===== src/inc/gis_defines.svh =====
/*
 holds offsets, field positions, reset values and masks of the global interrupt status block.
 assumes inclusion by bare name from the package and the design file.
*/
`ifndef GIS_DEFINES_SVH
`define GIS_DEFINES_SVH

`define GIS_OFF_STATUS 12'h004
`define GIS_OFF_MASK 12'h008
`define GIS_STATUS_RESET 32'h0000_0000
`define GIS_MASK_RESET 32'h0000_0000
`define GIS_QUEUE_IND_RESET 4'h0
`define GIS_FLAG_RESET 1'b0
`define GIS_STATUS_IMPL 32'hFF2D_0003
`define GIS_BIT_RX_LSB 28
`define GIS_BIT_TX_LSB 24
`define GIS_BIT_CFG 21
`define GIS_BIT_SSC 19
`define GIS_BIT_LBI 18
`define GIS_BIT_GPP 16
`define GIS_BIT_ARF 1
`define GIS_BIT_ACTION_REQUEST_DONE_OK 0

`endif


===== src/inc/gis_pkg.sv =====
/*
 holds the types of the global interrupt status block.
 assumes the defines header is on the include path.
*/
package gis_pkg;
  `include "gis_defines.svh"

  typedef struct packed {
    logic [3:0] rx_queue_event;
    logic [3:0] tx_queue_event;
    logic config_queue_event;
    logic periph_queue_sync_serial_event;
    logic periph_queue_local_bus_event;
    logic periph_queue_gp_port_event;
  } gis_events_type;

  typedef struct packed {
    logic done;
    logic failed;
  } gis_result_type;
endpackage


===== src/hdl/gis_global_status.sv =====
/*
 holds the global interrupt status register with an apb slave, mask register and
 one level interrupt output.
 assumes event pulses come from logic on clk, one cycle each.
*/
// Local design decision: register access over APB.
`timescale 1ns/1ns
`default_nettype none
`include "gis_defines.svh"

module gis_global_status
  import gis_pkg::*;
(
  input wire logic clk,
  input wire logic rst,
  input wire logic psel,
  input wire logic penable,
  input wire logic pwrite,
  input wire logic [11:0] paddr,
  input wire logic [31:0] pwdata,
  output logic [31:0] prdata,
  output logic pready,
  output logic pslverr,
  input wire gis_events_type queue_events,
  input wire gis_result_type action_request_result,
  output logic config_vector_push,
  output logic config_vector_failed,
  output logic irq
);

  ////////////////////////////////////////////////////////////////////////////
  // bus decode
  logic setup_phase;
  logic access_phase;
  logic wr_access;
  logic rd_setup;
  logic rd_access;
  logic hit_status;
  logic hit_mask;
  logic [31:0] clr_vec;
  logic result_seen;

  ////////////////////////////////////////////////////////////////////////////
  // indication fields, one register per queue group
  // kept apart so a clear of one queue never disturbs another
  logic [3:0] rx_ind_q;
  logic [3:0] rx_ind_d;
  logic [3:0] tx_ind_q;
  logic [3:0] tx_ind_d;
  logic cfg_ind_q;
  logic cfg_ind_d;
  logic ssc_ind_q;
  logic ssc_ind_d;
  logic lbi_ind_q;
  logic lbi_ind_d;
  logic gpp_ind_q;
  logic gpp_ind_d;
  logic ar_failed_q;
  logic ar_failed_d;
  logic ar_done_ok_q;
  logic ar_done_ok_d;

  ////////////////////////////////////////////////////////////////////////////
  // assembled words and next values of the registered outputs
  logic [31:0] status_word;
  logic [31:0] status_next;
  logic [31:0] mask_q;
  logic [31:0] mask_d;
  logic irq_d;
  logic pready_d;
  logic pslverr_d;
  logic [31:0] prdata_d;
  logic push_d;
  logic push_failed_d;

  ////////////////////////////////////////////////////////////////////////////
  function automatic logic addr_is_status(input logic [11:0] a);
    return a == `GIS_OFF_STATUS;
  endfunction

  function automatic logic addr_is_mask(input logic [11:0] a);
    return a == `GIS_OFF_MASK;
  endfunction

  function automatic logic addr_is_mapped(input logic [11:0] a);
    return addr_is_status(a) || addr_is_mask(a);
  endfunction

  // set in the same cycle as a clear wins, so no queue event is lost
  function automatic logic sticky_next(input logic cur, input logic set, input logic clr);
    return set | (cur & ~clr);
  endfunction

  // places the fields at their positions; unused positions stay zero
  function automatic logic [31:0] pack_status(
    input logic [3:0] rx,
    input logic [3:0] tx,
    input logic cfg,
    input logic sync_serial_controller,
    input logic local_bus_interface,
    input logic general_purpose_port,
    input logic action_request_failed,
    input logic arok
  );
    logic [31:0] v;
    v = `GIS_STATUS_RESET;
    v[`GIS_BIT_RX_LSB +: 4] = rx;
    v[`GIS_BIT_TX_LSB +: 4] = tx;
    v[`GIS_BIT_CFG] = cfg;
    v[`GIS_BIT_SSC] = sync_serial_controller;
    v[`GIS_BIT_LBI] = local_bus_interface;
    v[`GIS_BIT_GPP] = general_purpose_port;
    v[`GIS_BIT_ARF] = action_request_failed;
    v[`GIS_BIT_ACTION_REQUEST_DONE_OK] = arok;
    return v & `GIS_STATUS_IMPL;
  endfunction

  ////////////////////////////////////////////////////////////////////////////
  // phase of the current bus cycle
  assign setup_phase = psel && !penable;
  assign access_phase = psel && penable;
  assign wr_access = access_phase && pwrite;
  assign rd_setup = setup_phase && !pwrite;
  assign rd_access = access_phase && !pwrite;
  assign hit_status = addr_is_status(paddr);
  assign hit_mask = addr_is_mask(paddr);
  // the write lands in the access cycle, which this slave never stretches
  assign clr_vec = (wr_access && hit_status) ? pwdata : 32'h0000_0000;
  assign result_seen = action_request_result.done | action_request_result.failed;

  ////////////////////////////////////////////////////////////////////////////
  // next values of the indication fields
  always_comb begin
    for (int i = 0; i < 4; i++) begin
      rx_ind_d[i] = sticky_next(rx_ind_q[i], queue_events.rx_queue_event[i], clr_vec[`GIS_BIT_RX_LSB + i]);
    end
  end

  always_comb begin
    for (int i = 0; i < 4; i++) begin
      tx_ind_d[i] = sticky_next(tx_ind_q[i], queue_events.tx_queue_event[i], clr_vec[`GIS_BIT_TX_LSB + i]);
    end
  end

  // a result vector lands in the configuration queue as well
  always_comb begin
    cfg_ind_d = sticky_next(cfg_ind_q, queue_events.config_queue_event | result_seen, clr_vec[`GIS_BIT_CFG]);
  end

  always_comb begin
    ssc_ind_d = sticky_next(ssc_ind_q, queue_events.periph_queue_sync_serial_event, clr_vec[`GIS_BIT_SSC]);
    lbi_ind_d = sticky_next(lbi_ind_q, queue_events.periph_queue_local_bus_event, clr_vec[`GIS_BIT_LBI]);
    gpp_ind_d = sticky_next(gpp_ind_q, queue_events.periph_queue_gp_port_event, clr_vec[`GIS_BIT_GPP]);
  end

  // failure wins when both result strobes come together
  always_comb begin
    ar_failed_d = sticky_next(ar_failed_q, action_request_result.failed, clr_vec[`GIS_BIT_ARF]);
    ar_done_ok_d = sticky_next(ar_done_ok_q, action_request_result.done && !action_request_result.failed,
      clr_vec[`GIS_BIT_ACTION_REQUEST_DONE_OK]);
  end

  ////////////////////////////////////////////////////////////////////////////
  // indication registers
  always_ff @(posedge clk or posedge rst) begin
    if (rst) begin
      rx_ind_q <= `GIS_QUEUE_IND_RESET;
    end else begin
      rx_ind_q <= rx_ind_d;
    end
  end

  always_ff @(posedge clk or posedge rst) begin
    if (rst) begin
      tx_ind_q <= `GIS_QUEUE_IND_RESET;
    end else begin
      tx_ind_q <= tx_ind_d;
    end
  end

  always_ff @(posedge clk or posedge rst) begin
    if (rst) begin
      cfg_ind_q <= `GIS_FLAG_RESET;
    end else begin
      cfg_ind_q <= cfg_ind_d;
    end
  end

  always_ff @(posedge clk or posedge rst) begin
    if (rst) begin
      ssc_ind_q <= `GIS_FLAG_RESET;
    end else begin
      ssc_ind_q <= ssc_ind_d;
    end
  end

  always_ff @(posedge clk or posedge rst) begin
    if (rst) begin
      lbi_ind_q <= `GIS_FLAG_RESET;
    end else begin
      lbi_ind_q <= lbi_ind_d;
    end
  end

  always_ff @(posedge clk or posedge rst) begin
    if (rst) begin
      gpp_ind_q <= `GIS_FLAG_RESET;
    end else begin
      gpp_ind_q <= gpp_ind_d;
    end
  end

  always_ff @(posedge clk or posedge rst) begin
    if (rst) begin
      ar_failed_q <= `GIS_FLAG_RESET;
      ar_done_ok_q <= `GIS_FLAG_RESET;
    end else begin
      ar_failed_q <= ar_failed_d;
      ar_done_ok_q <= ar_done_ok_d;
    end
  end

  ////////////////////////////////////////////////////////////////////////////
  // assembled status word, current and next
  always_comb begin
    status_word = pack_status(rx_ind_q, tx_ind_q, cfg_ind_q, ssc_ind_q, lbi_ind_q, gpp_ind_q, ar_failed_q,
      ar_done_ok_q);
  end

  always_comb begin
    status_next = pack_status(rx_ind_d, tx_ind_d, cfg_ind_d, ssc_ind_d, lbi_ind_d, gpp_ind_d, ar_failed_d,
      ar_done_ok_d);
  end

  ////////////////////////////////////////////////////////////////////////////
  // mask of the same layout; one means the bit may drive irq
  always_comb begin
    mask_d = mask_q;
    if (wr_access && hit_mask) begin
      mask_d = pwdata & `GIS_STATUS_IMPL;
    end
  end

  always_ff @(posedge clk or posedge rst) begin
    if (rst) begin
      mask_q <= `GIS_MASK_RESET;
    end else begin
      mask_q <= mask_d;
    end
  end

  ////////////////////////////////////////////////////////////////////////////
  // taken from the next status: irq rises on the same edge that sets the status bit
  // and falls on the same edge that applies the clearing write; a new mask acts a cycle late
  always_comb begin
    irq_d = |(status_next & mask_q);
  end

  always_ff @(posedge clk or posedge rst) begin
    if (rst) begin
      irq <= 1'b0;
    end else begin
      irq <= irq_d;
    end
  end

  ////////////////////////////////////////////////////////////////////////////
  // result vector toward the configuration queue
  always_comb begin
    push_d = result_seen;
    push_failed_d = action_request_result.failed;
  end

  always_ff @(posedge clk or posedge rst) begin
    if (rst) begin
      config_vector_push <= 1'b0;
    end else begin
      config_vector_push <= push_d;
    end
  end

  always_ff @(posedge clk or posedge rst) begin
    if (rst) begin
      config_vector_failed <= 1'b0;
    end else begin
      config_vector_failed <= push_failed_d;
    end
  end

  ////////////////////////////////////////////////////////////////////////////
  // zero wait states: the answer always stands in the cycle after setup
  // unmapped offsets answer with an error, read as zero and ignore writes
  always_comb begin
    pready_d = setup_phase;
    pslverr_d = setup_phase && !addr_is_mapped(paddr);
  end

  // read data is taken at setup and only held through the access cycle
  always_comb begin
    prdata_d = 32'h0000_0000;
    if (rd_setup) begin
      case (paddr)
        `GIS_OFF_STATUS: begin
          prdata_d = status_word;
        end
        `GIS_OFF_MASK: begin
          prdata_d = mask_q;
        end
        default: begin
          prdata_d = 32'h0000_0000;
        end
      endcase
    end else if (rd_access) begin
      prdata_d = prdata;
    end
  end

  always_ff @(posedge clk or posedge rst) begin
    if (rst) begin
      pready <= 1'b0;
    end else begin
      pready <= pready_d;
    end
  end

  always_ff @(posedge clk or posedge rst) begin
    if (rst) begin
      pslverr <= 1'b0;
    end else begin
      pslverr <= pslverr_d;
    end
  end

  always_ff @(posedge clk or posedge rst) begin
    if (rst) begin
      prdata <= 32'h0000_0000;
    end else begin
      prdata <= prdata_d;
    end
  end

endmodule
`default_nettype wire


===== config.mk =====
export PLATFORM = sky130hd
export DESIGN_NAME = gis_global_status
export DESIGN_NICKNAME = d
export VERILOG_FILES = /design/src/inc/gis_pkg.sv /design/src/hdl/gis_global_status.sv
export VERILOG_INCLUDE_DIRS = /design/src /design/src/inc
export SDC_FILE = /design/constraint.sdc
export NUM_CORES = 1
export LEC_CHECK = 0
export BUFFER_PORTS_ARGS = -buffer_cell sky130_fd_sc_hd__buf_2
export CAP_MARGIN = 25
export CORE_ASPECT_RATIO = 1.1
export CORE_UTILIZATION = 33
export DETAILED_ROUTE_END_ITERATION = 12
export PLACE_DENSITY = 0.67
export SYNTH_ARGS = -nofsm -noshare
export SYNTH_HDL_FRONTEND = slang
export SYNTH_SLANG_ARGS = --single-unit

===== constraint.sdc =====
create_clock -name clk -period 2.29 [get_ports clk]
set_input_delay 0.229 -clock clk [delete_from_list [all_inputs] [get_ports clk]]
set_output_delay 0.229 -clock clk [all_outputs]
set_load 0.005 [all_outputs]

# After elaboration in Yosys (flattened, before gate mapping)

Index checks and enable logic that the tools add are counted.

Bits in registers: 65
Latch bits: 0
Bits in writable memories: 0
ROM bits: 0
Input bits: 63
Output and inout bits: 37
Logic and storage cells: 82
Memories: 0

Add/sub/neg operators: 0
Multipliers: 0
Div/mod/pow operators: 0
Magnitude comparators: 0
Equality and inequality tests: 3
Shift-type cells: 0
Muxes and demuxes: 4
Bitwise operators: 45
Reductions and logical operators: 15

Operators by type and width:

| cell                                            | count |
|---|---|
| two-way mux 32 bit                              | 3 |
| case mux 32 bit (2 select lines)                | 1 |
| bitwise AND 32 bit                              | 1 |
| OR reduction 32 bit                             | 1 |
| bitwise OR 1 bit                                | 16 |
| bitwise AND 1 bit                               | 14 |
| NOT 1 bit                                       | 14 |
| == test 12 x 3 -> 1 bit (second input constant) | 1 |
| == test 12 x 4 -> 1 bit (second input constant) | 1 |
| logical AND 1 bit                               | 9 |
| logical NOT 1 bit                               | 4 |
| inequality test 2 bit (second input constant)   | 1 |
| logical OR 1 bit                                | 1 |

# Longest topological paths before layout

Gate-level depths: netlist of run 1.

Depth in word-level cells: 9
Mapped depth: 7
Mapped depth without buffers: 6

# Least setup slack after synthesis of run 1

OpenSTA, ideal clock, no wires.

Kind: input to register
Start: input port paddr[1]
End: register mask_q[0]
Setup time: 0.125 ns
Arrival time: 2.177 ns
Data required time: 2.165 ns
Slack: -0.012 ns
Stages: 5
Buffers on the path: 1
Path through: or4_4 or4_4 nor4b_4 buf_6 mux2_2

Longest elaborated chain between the ends: 2

Ends and longest elaborated chain:

| what                    | line                     | source |
|---|---|---|
| start: declaration      | gis_global_status.sv:19  | `input wire logic [11:0] paddr,` |
| == test 12 x 4 -> 1 bit | -                        |  |
| logical AND 1 bit       | gis_global_status.sv:239 | `if (wr_access && hit_mask) begin` |
| end signal: assignment  | gis_global_status.sv:246 | `` mask_q <= `GIS_MASK_RESET; `` |
| end signal: assignment  | gis_global_status.sv:248 | `mask_q <= mask_d;` |
| end: declaration        | gis_global_status.sv:67  | `logic [31:0] mask_q;` |

No other way between the ends.
A chain may end at the register's enable or synchronous reset.

# Worst setup path after layout of run 1

Start: input port paddr[1]
End: register mask_q[1]

Same word-level chain as after synthesis.

==> impl_metrics.ini, run 1 <==
[power_and_ir_drop]
power_frac_clock = 0.324
swShare = 0.220
comb_power_share = 0.073
p_sw_mw = 0.304
p_seq_frac = 0.603
vdd.ir_drop.worst_mv = 0.213
power.density_nw_per_um2 = 509
p_leak_nw = 1.29
intPower_mw = 1.08

[setup_path]
ff2ff_path_depth = 5
ff2ff_setup_slack_ns = 0.93
r2r-start = tx_ind_q[1]
critical_path_class = input pin to flop
cp-startpoint = paddr[1]
cpMostUsedCell = or4_4
cp-start-kind = input pin
path_cells = buf_2, or4_4, or4_4, nor4b_4, buf_12, mux2_2
critPathCaptureType = flop
cp.arrival_ns = 2.24
rr_endpoint = irq
cp_max_fo = 14
crit_family = simple AND/OR/NAND/NOR gates
required_ns = 2.47
path_buf_inv = 2
max_stage_delay_ns = 0.53
cp_slowest_cell = or4_4

[clocking]
clk_latency_ns = 0.29
root_buffer = clkbuf_8
cts_setup_buffers = 0
cts_tree = done
numClockSinks = 47
clock_path_buffers = 2
cts_buffers = 5
post_cts_resized = 0
clk_pin_slew_ns = 0.07
cts_hold_buf = 1
h-tree-depth = 2

[final_layout]
fin_cells = 361
fill_cells = 643
diodes = 0
final_cell_mix = buf_2 (63), dfrtp_1 (47), nand2_1 (35)
drive_gt1_frac = 0.367
final_common_cell = buf_2
fin_area_sq_um = 2720
layout.nets = 345
area_growth_pct = 23.4

[flow_run]
cap_violations = 0

[hold_path]
hp-class = input pin to flop
hold_start = action_request_result[0]
holdPathStages = 1
whs_endpoint = config_vector_failed

[global_route]
grt_pass1_wl_um = 7720
grt_max_degree = 27
overflow = 0
antenna_found_initial = 0
grt_use_total = 0.148
first_global_vias = 1638

[synthesis]
synth-seq-cells = 47
syn_avg_cell_area_sq_um = 10.6
ys_warn_count = 0
async_reset_ff_frac = 1.00
synth_edf_count = 0
synth_cell_type_count = 31
ys_seq_area_frac = 0.535
netlist_instances = 208
synth_area_sq_um = 2200
synth_flop_cell = dfrtp_1

[die]
io_pins = 100
die_w_um = 79.8
fp.coreArea_sq_um = 6310
die-area_sq_um = 7000
row_count = 30
initial_core_util = 0.349
fp.dieH_um = 87.6

[route]
wl_per_cell_um = 13.2
drtPass1Iterations = 4
num_vias = 1702
vias_per_cell = 4.71
totalWireLength_um = 4770
drt-initial-drc-count = 95
ant_nets = 0
drc_errors = 0

[place]
dpl.hpwl_um = 3680
port_buffers = 63
place.gp.congestion = 0.752
dpl_cell_area_sq_um = 2630
dp.cells = 354
pre_cts_ws_ns = -0.0820

[timing]
clock_skew_ns = 0.00444
drv_slew = 0
fmax_ghz = 0.486
final_hold_viol_count = 0
setup_viol = 0
fin_crit_sh = 0.898
final.setup.worst_slack_ns = 0.234
rsz0062_at_grt = false
fin_crit_ns = 2.06
slew_headroom = 0.651
worstMarginPinSlew_ns = 0.522
fin_hold_ws_ns = 0.0922

[run_status]
status = finished clean
[routing by layer]
metal  GRT usage  routed length [um]  part of all wire
met4      0.0795                 115             0.024
met3      0.0500                 328             0.069
met5           0                   0                 0
met1       0.180                1970              0.41
met2       0.233                2350              0.49
[sequential cells by signal, indices dropped and copies added (netlist names)]
signal	count
ar_failed_q	1
lbi_ind_q	1
prdata	14
config_vector_failed	1
pready	1
config_vector_push	1
ar_done_ok_q	1
gpp_ind_q	1
tx_ind_q	4
rx_ind_q	4
mask_q	14
pslverr	1
ssc_ind_q	1
cfg_ind_q	1
irq	1
[worst max-delay path by stage]
| stage | end | slack (ns) | cells past startpoint |
|---|---|---|---|
| 6_report | mask_q[1] | 0.23 | 6 |
| 5_1_grt | prdata[29] | 0.17 | 8 |
| 4_1_cts | mask_q[1] | 0.24 | 6 |
| 3_5_place_dp | mask_q[1] | -0.08 | 6 |
| 3_3_place_gp | mask_q[21] | -0.06 | 6 |
| 2_1_floorplan | mask_q[0] | -0.01 | 5 |
[area by class of cell]
type                       count  area [sq um]  share of cell area
clock buffer                   6          72.6              0.0267
inverter                       7          26.3             0.00968
multi-input combinational    146           895               0.329
sequential                    47          1180               0.433
tap                           80           100              0.0369
timing repair buffer          75           445               0.164
[metrics by stage]
| step | utilization | total power, mW | TNS (ns) |
|---|---|---|---|
| 3_5_place_dp | 0.417 | 0.952 | -0.990 |
| 5_1_grt | 0.431 | 1.44 | 0 |
| 6_report | 0.431 | 1.38 | 0 |
| 4_1_cts | 0.431 | 1.40 | 0 |
| 3_3_place_gp | 0.417 | 0.950 | -0.854 |
| 2_1_floorplan | - | 0.911 | -0.121 |
[synth_stat cells (all sizes together) (2+ instances only)]
master	count	area, sq um
nor2b	3	18.8
a31oi	7	43.8
o21ai	22	110
a22oi	17	128
inv	7	26.3
a21o	5	37.5
nor4	2	12.5
or2	3	18.8
nor3b	3	32.5
buf	22	161
nor2	4	15.0
mux2	14	158
nand2	35	131
clkbuf	3	11.3
a21boi	2	15.0
or4	3	30.0
dfrtp	47	1180
[power groups by stage]
stage	sequential, mW	combinational, mW	clock, mW
after floorplan	0.852	0.0592	0
after CTS	0.834	0.103	0.465
final	0.835	0.100	0.448
after detailed placement	0.851	0.101	0
after global placement	0.851	0.0988	0
after global routing	0.835	0.115	0.493
[cell families (layout without fill, tap and decap cells)]
kind of cell           after synthesis  count (layout)  share of synthesized area
and+or+nand+nor                     60              60                      0.147
AOI/OAI and AO/OA                   54              54                      0.154
DFF                                 47              47                      0.535
buffers and inverters               32              88                     0.0904
muxes                               14              14                     0.0717
other                                1              18                    0.00170
(Power assumes the default switching activity.)
==> inputs of run 2 (changes only) <==
Settings changed: BUFFER_PORTS_ARGS -buffer_cell sky130_fd_sc_hd__buf_2 to -buffer_cell sky130_fd_sc_hd__buf_4, CTS_CLUSTER_SIZE from default to 8.
==> run 2 against run 1 <==
First-iteration DRC count is the same. Design area increased by 5.8%. Die area unchanged. Non-clock buffer count up 2. Register-to-register slack worse by 0.03 ns. Setup slack worse by 0.0031 ns. Critical path depth unchanged.
==> impl_metrics.ini, run 2 (same netlist as run 1, synthesis figures left out) <==
[route]
wl_per_cell_um = 13.9
num_vias = 1746
drt-initial-drc-count = 95
drc_errors = 0
ant_nets = 0
drtPass1Iterations = 4
vias_per_cell = 4.78
totalWireLength_um = 5080

[die]
io_pins = 100
fp.dieH_um = 87.6
fp.coreArea_sq_um = 6310
die_w_um = 79.8
row_count = 30
die-area_sq_um = 7000
initial_core_util = 0.349

[timing]
worstMarginPinSlew_ns = 0.504
fmax_ghz = 0.486
rsz0062_at_grt = false
slew_headroom = 0.664
drv_slew = 0
fin_hold_ws_ns = 0.0702
final_hold_viol_count = 0
clock_skew_ns = 0.00516
tns_ns = 0
fin_crit_sh = 0.899
fin_crit_ns = 2.06
setup_viol = 0

[run_status]
status = finished clean

[setup_path]
required_ns = 2.48
max_stage_delay_ns = 0.53
critical_path_class = input pin to flop
cp_slowest_cell = or4_4
cp_max_fo = 14
path_cells = buf_4, or4_4, or4_4, nor4b_4, buf_12, mux2_2
cp.arrival_ns = 2.24
cpMostUsedCell = or4_4
critPathCaptureType = flop
cp-start-kind = input pin

[final_layout]
diodes = 0
multiInputGateArea_sq_um = 895
drive_gt1_frac = 0.372
fin_cells = 365
final_cell_mix = buf_4 (75), dfrtp_1 (47), nand2_1 (35)
top_regs = mask_q: 14 flops, prdata: 14 flops
area_growth_pct = 30.5
final-seq-area_sq_um = 1180
final_common_cell = buf_4
layout.nets = 347
fill_cells = 628

[clocking]
clk_pin_slew_ns = 0.08
cts_buffers = 5
cts_tree = done
h-tree-depth = 2
cts_hold_buf = 1
cts_setup_buffers = 0
numClockSinks = 47
clock_path_buffers = 2
post_cts_resized = 0
clk_latency_ns = 0.29
root_buffer = clkbuf_8

[global_route]
grt_pass1_wl_um = 8010
first_global_vias = 1666
grt_max_degree = 20
overflow = 0
grt_use_total = 0.153
antenna_found_initial = 0

[power_and_ir_drop]
vdd.ir_drop.worst_mv = 0.226
power.density_nw_per_um2 = 498
p_leak_nw = 1.34

[hold_path]
hp-class = input pin to flop

[place]
dp.cells = 356
port_buffers = 63
place.gp.congestion = 0.767
dpl.hpwl_um = 3960

[flow_run]
cap_violations = 0
==> run 2: final cells by class <==
class | count | area share
tap | 80 | 0.0349
clock inverter | 1 | 0.00174
multi-input combinational | 146 | 0.312
sequential | 47 | 0.410
clock buffer | 7 | 0.0266
timing repair buffer | 77 | 0.207
inverter | 7 | 0.00915
==> run 2: routing by layer <==
metal	track usage	wire [um]
met2	0.256	2600
met1	0.196	2210
met5	0	0
met4	0.0438	52
met3	0.0406	216
==> run 2: critical path: cells and delay by family <==
kind | cells | cell delay (ns)
buffers and inverters | 2 | 0.30
AND/OR/NAND/NOR | 3 | 1.37
multiplexers | 1 | 0.34
==> run 2: path summary, 6_finish.rpt <==
kind                                               start                   end  slack, ns  depth (start not counted)
worst max-delay path                            paddr[1]             mask_q[0]       0.23                          6
worst min-delay path            action_request_result[0]  config_vector_failed       0.07                          1
worst max register to register               tx_ind_q[1]                   irq       0.90                          5
worst min register to register                prdata[18]            prdata[18]       0.49                          2
max in group asynchronous                            rst            mask_q[19]       1.28                          4
min in group asynchronous                            rst            mask_q[27]       0.45                          3
==> run 2: power breakdown <==
part	switching, mW	internal [mW]	leakage (nW)
Combinational	0.0592	0.0648	0.717
Sequential	0.00131	0.833	0.575
Clock	0.257	0.214	0.0422
Total	0.318	1.11	1.34
==> run 2: through the flow <==
stage               utilization  instance area, sq um  power (mW)  setup WS (ns)
finish                    0.455                  2870        1.43          0.231
global route              0.455                  2870        1.49          0.132
CTS                       0.455                  2870        1.44          0.230
detailed placement        0.441                  2780       0.975        -0.0851
global placement          0.441                  2780       0.974        -0.0654
floorplan                     -                  2260       0.911        -0.0121
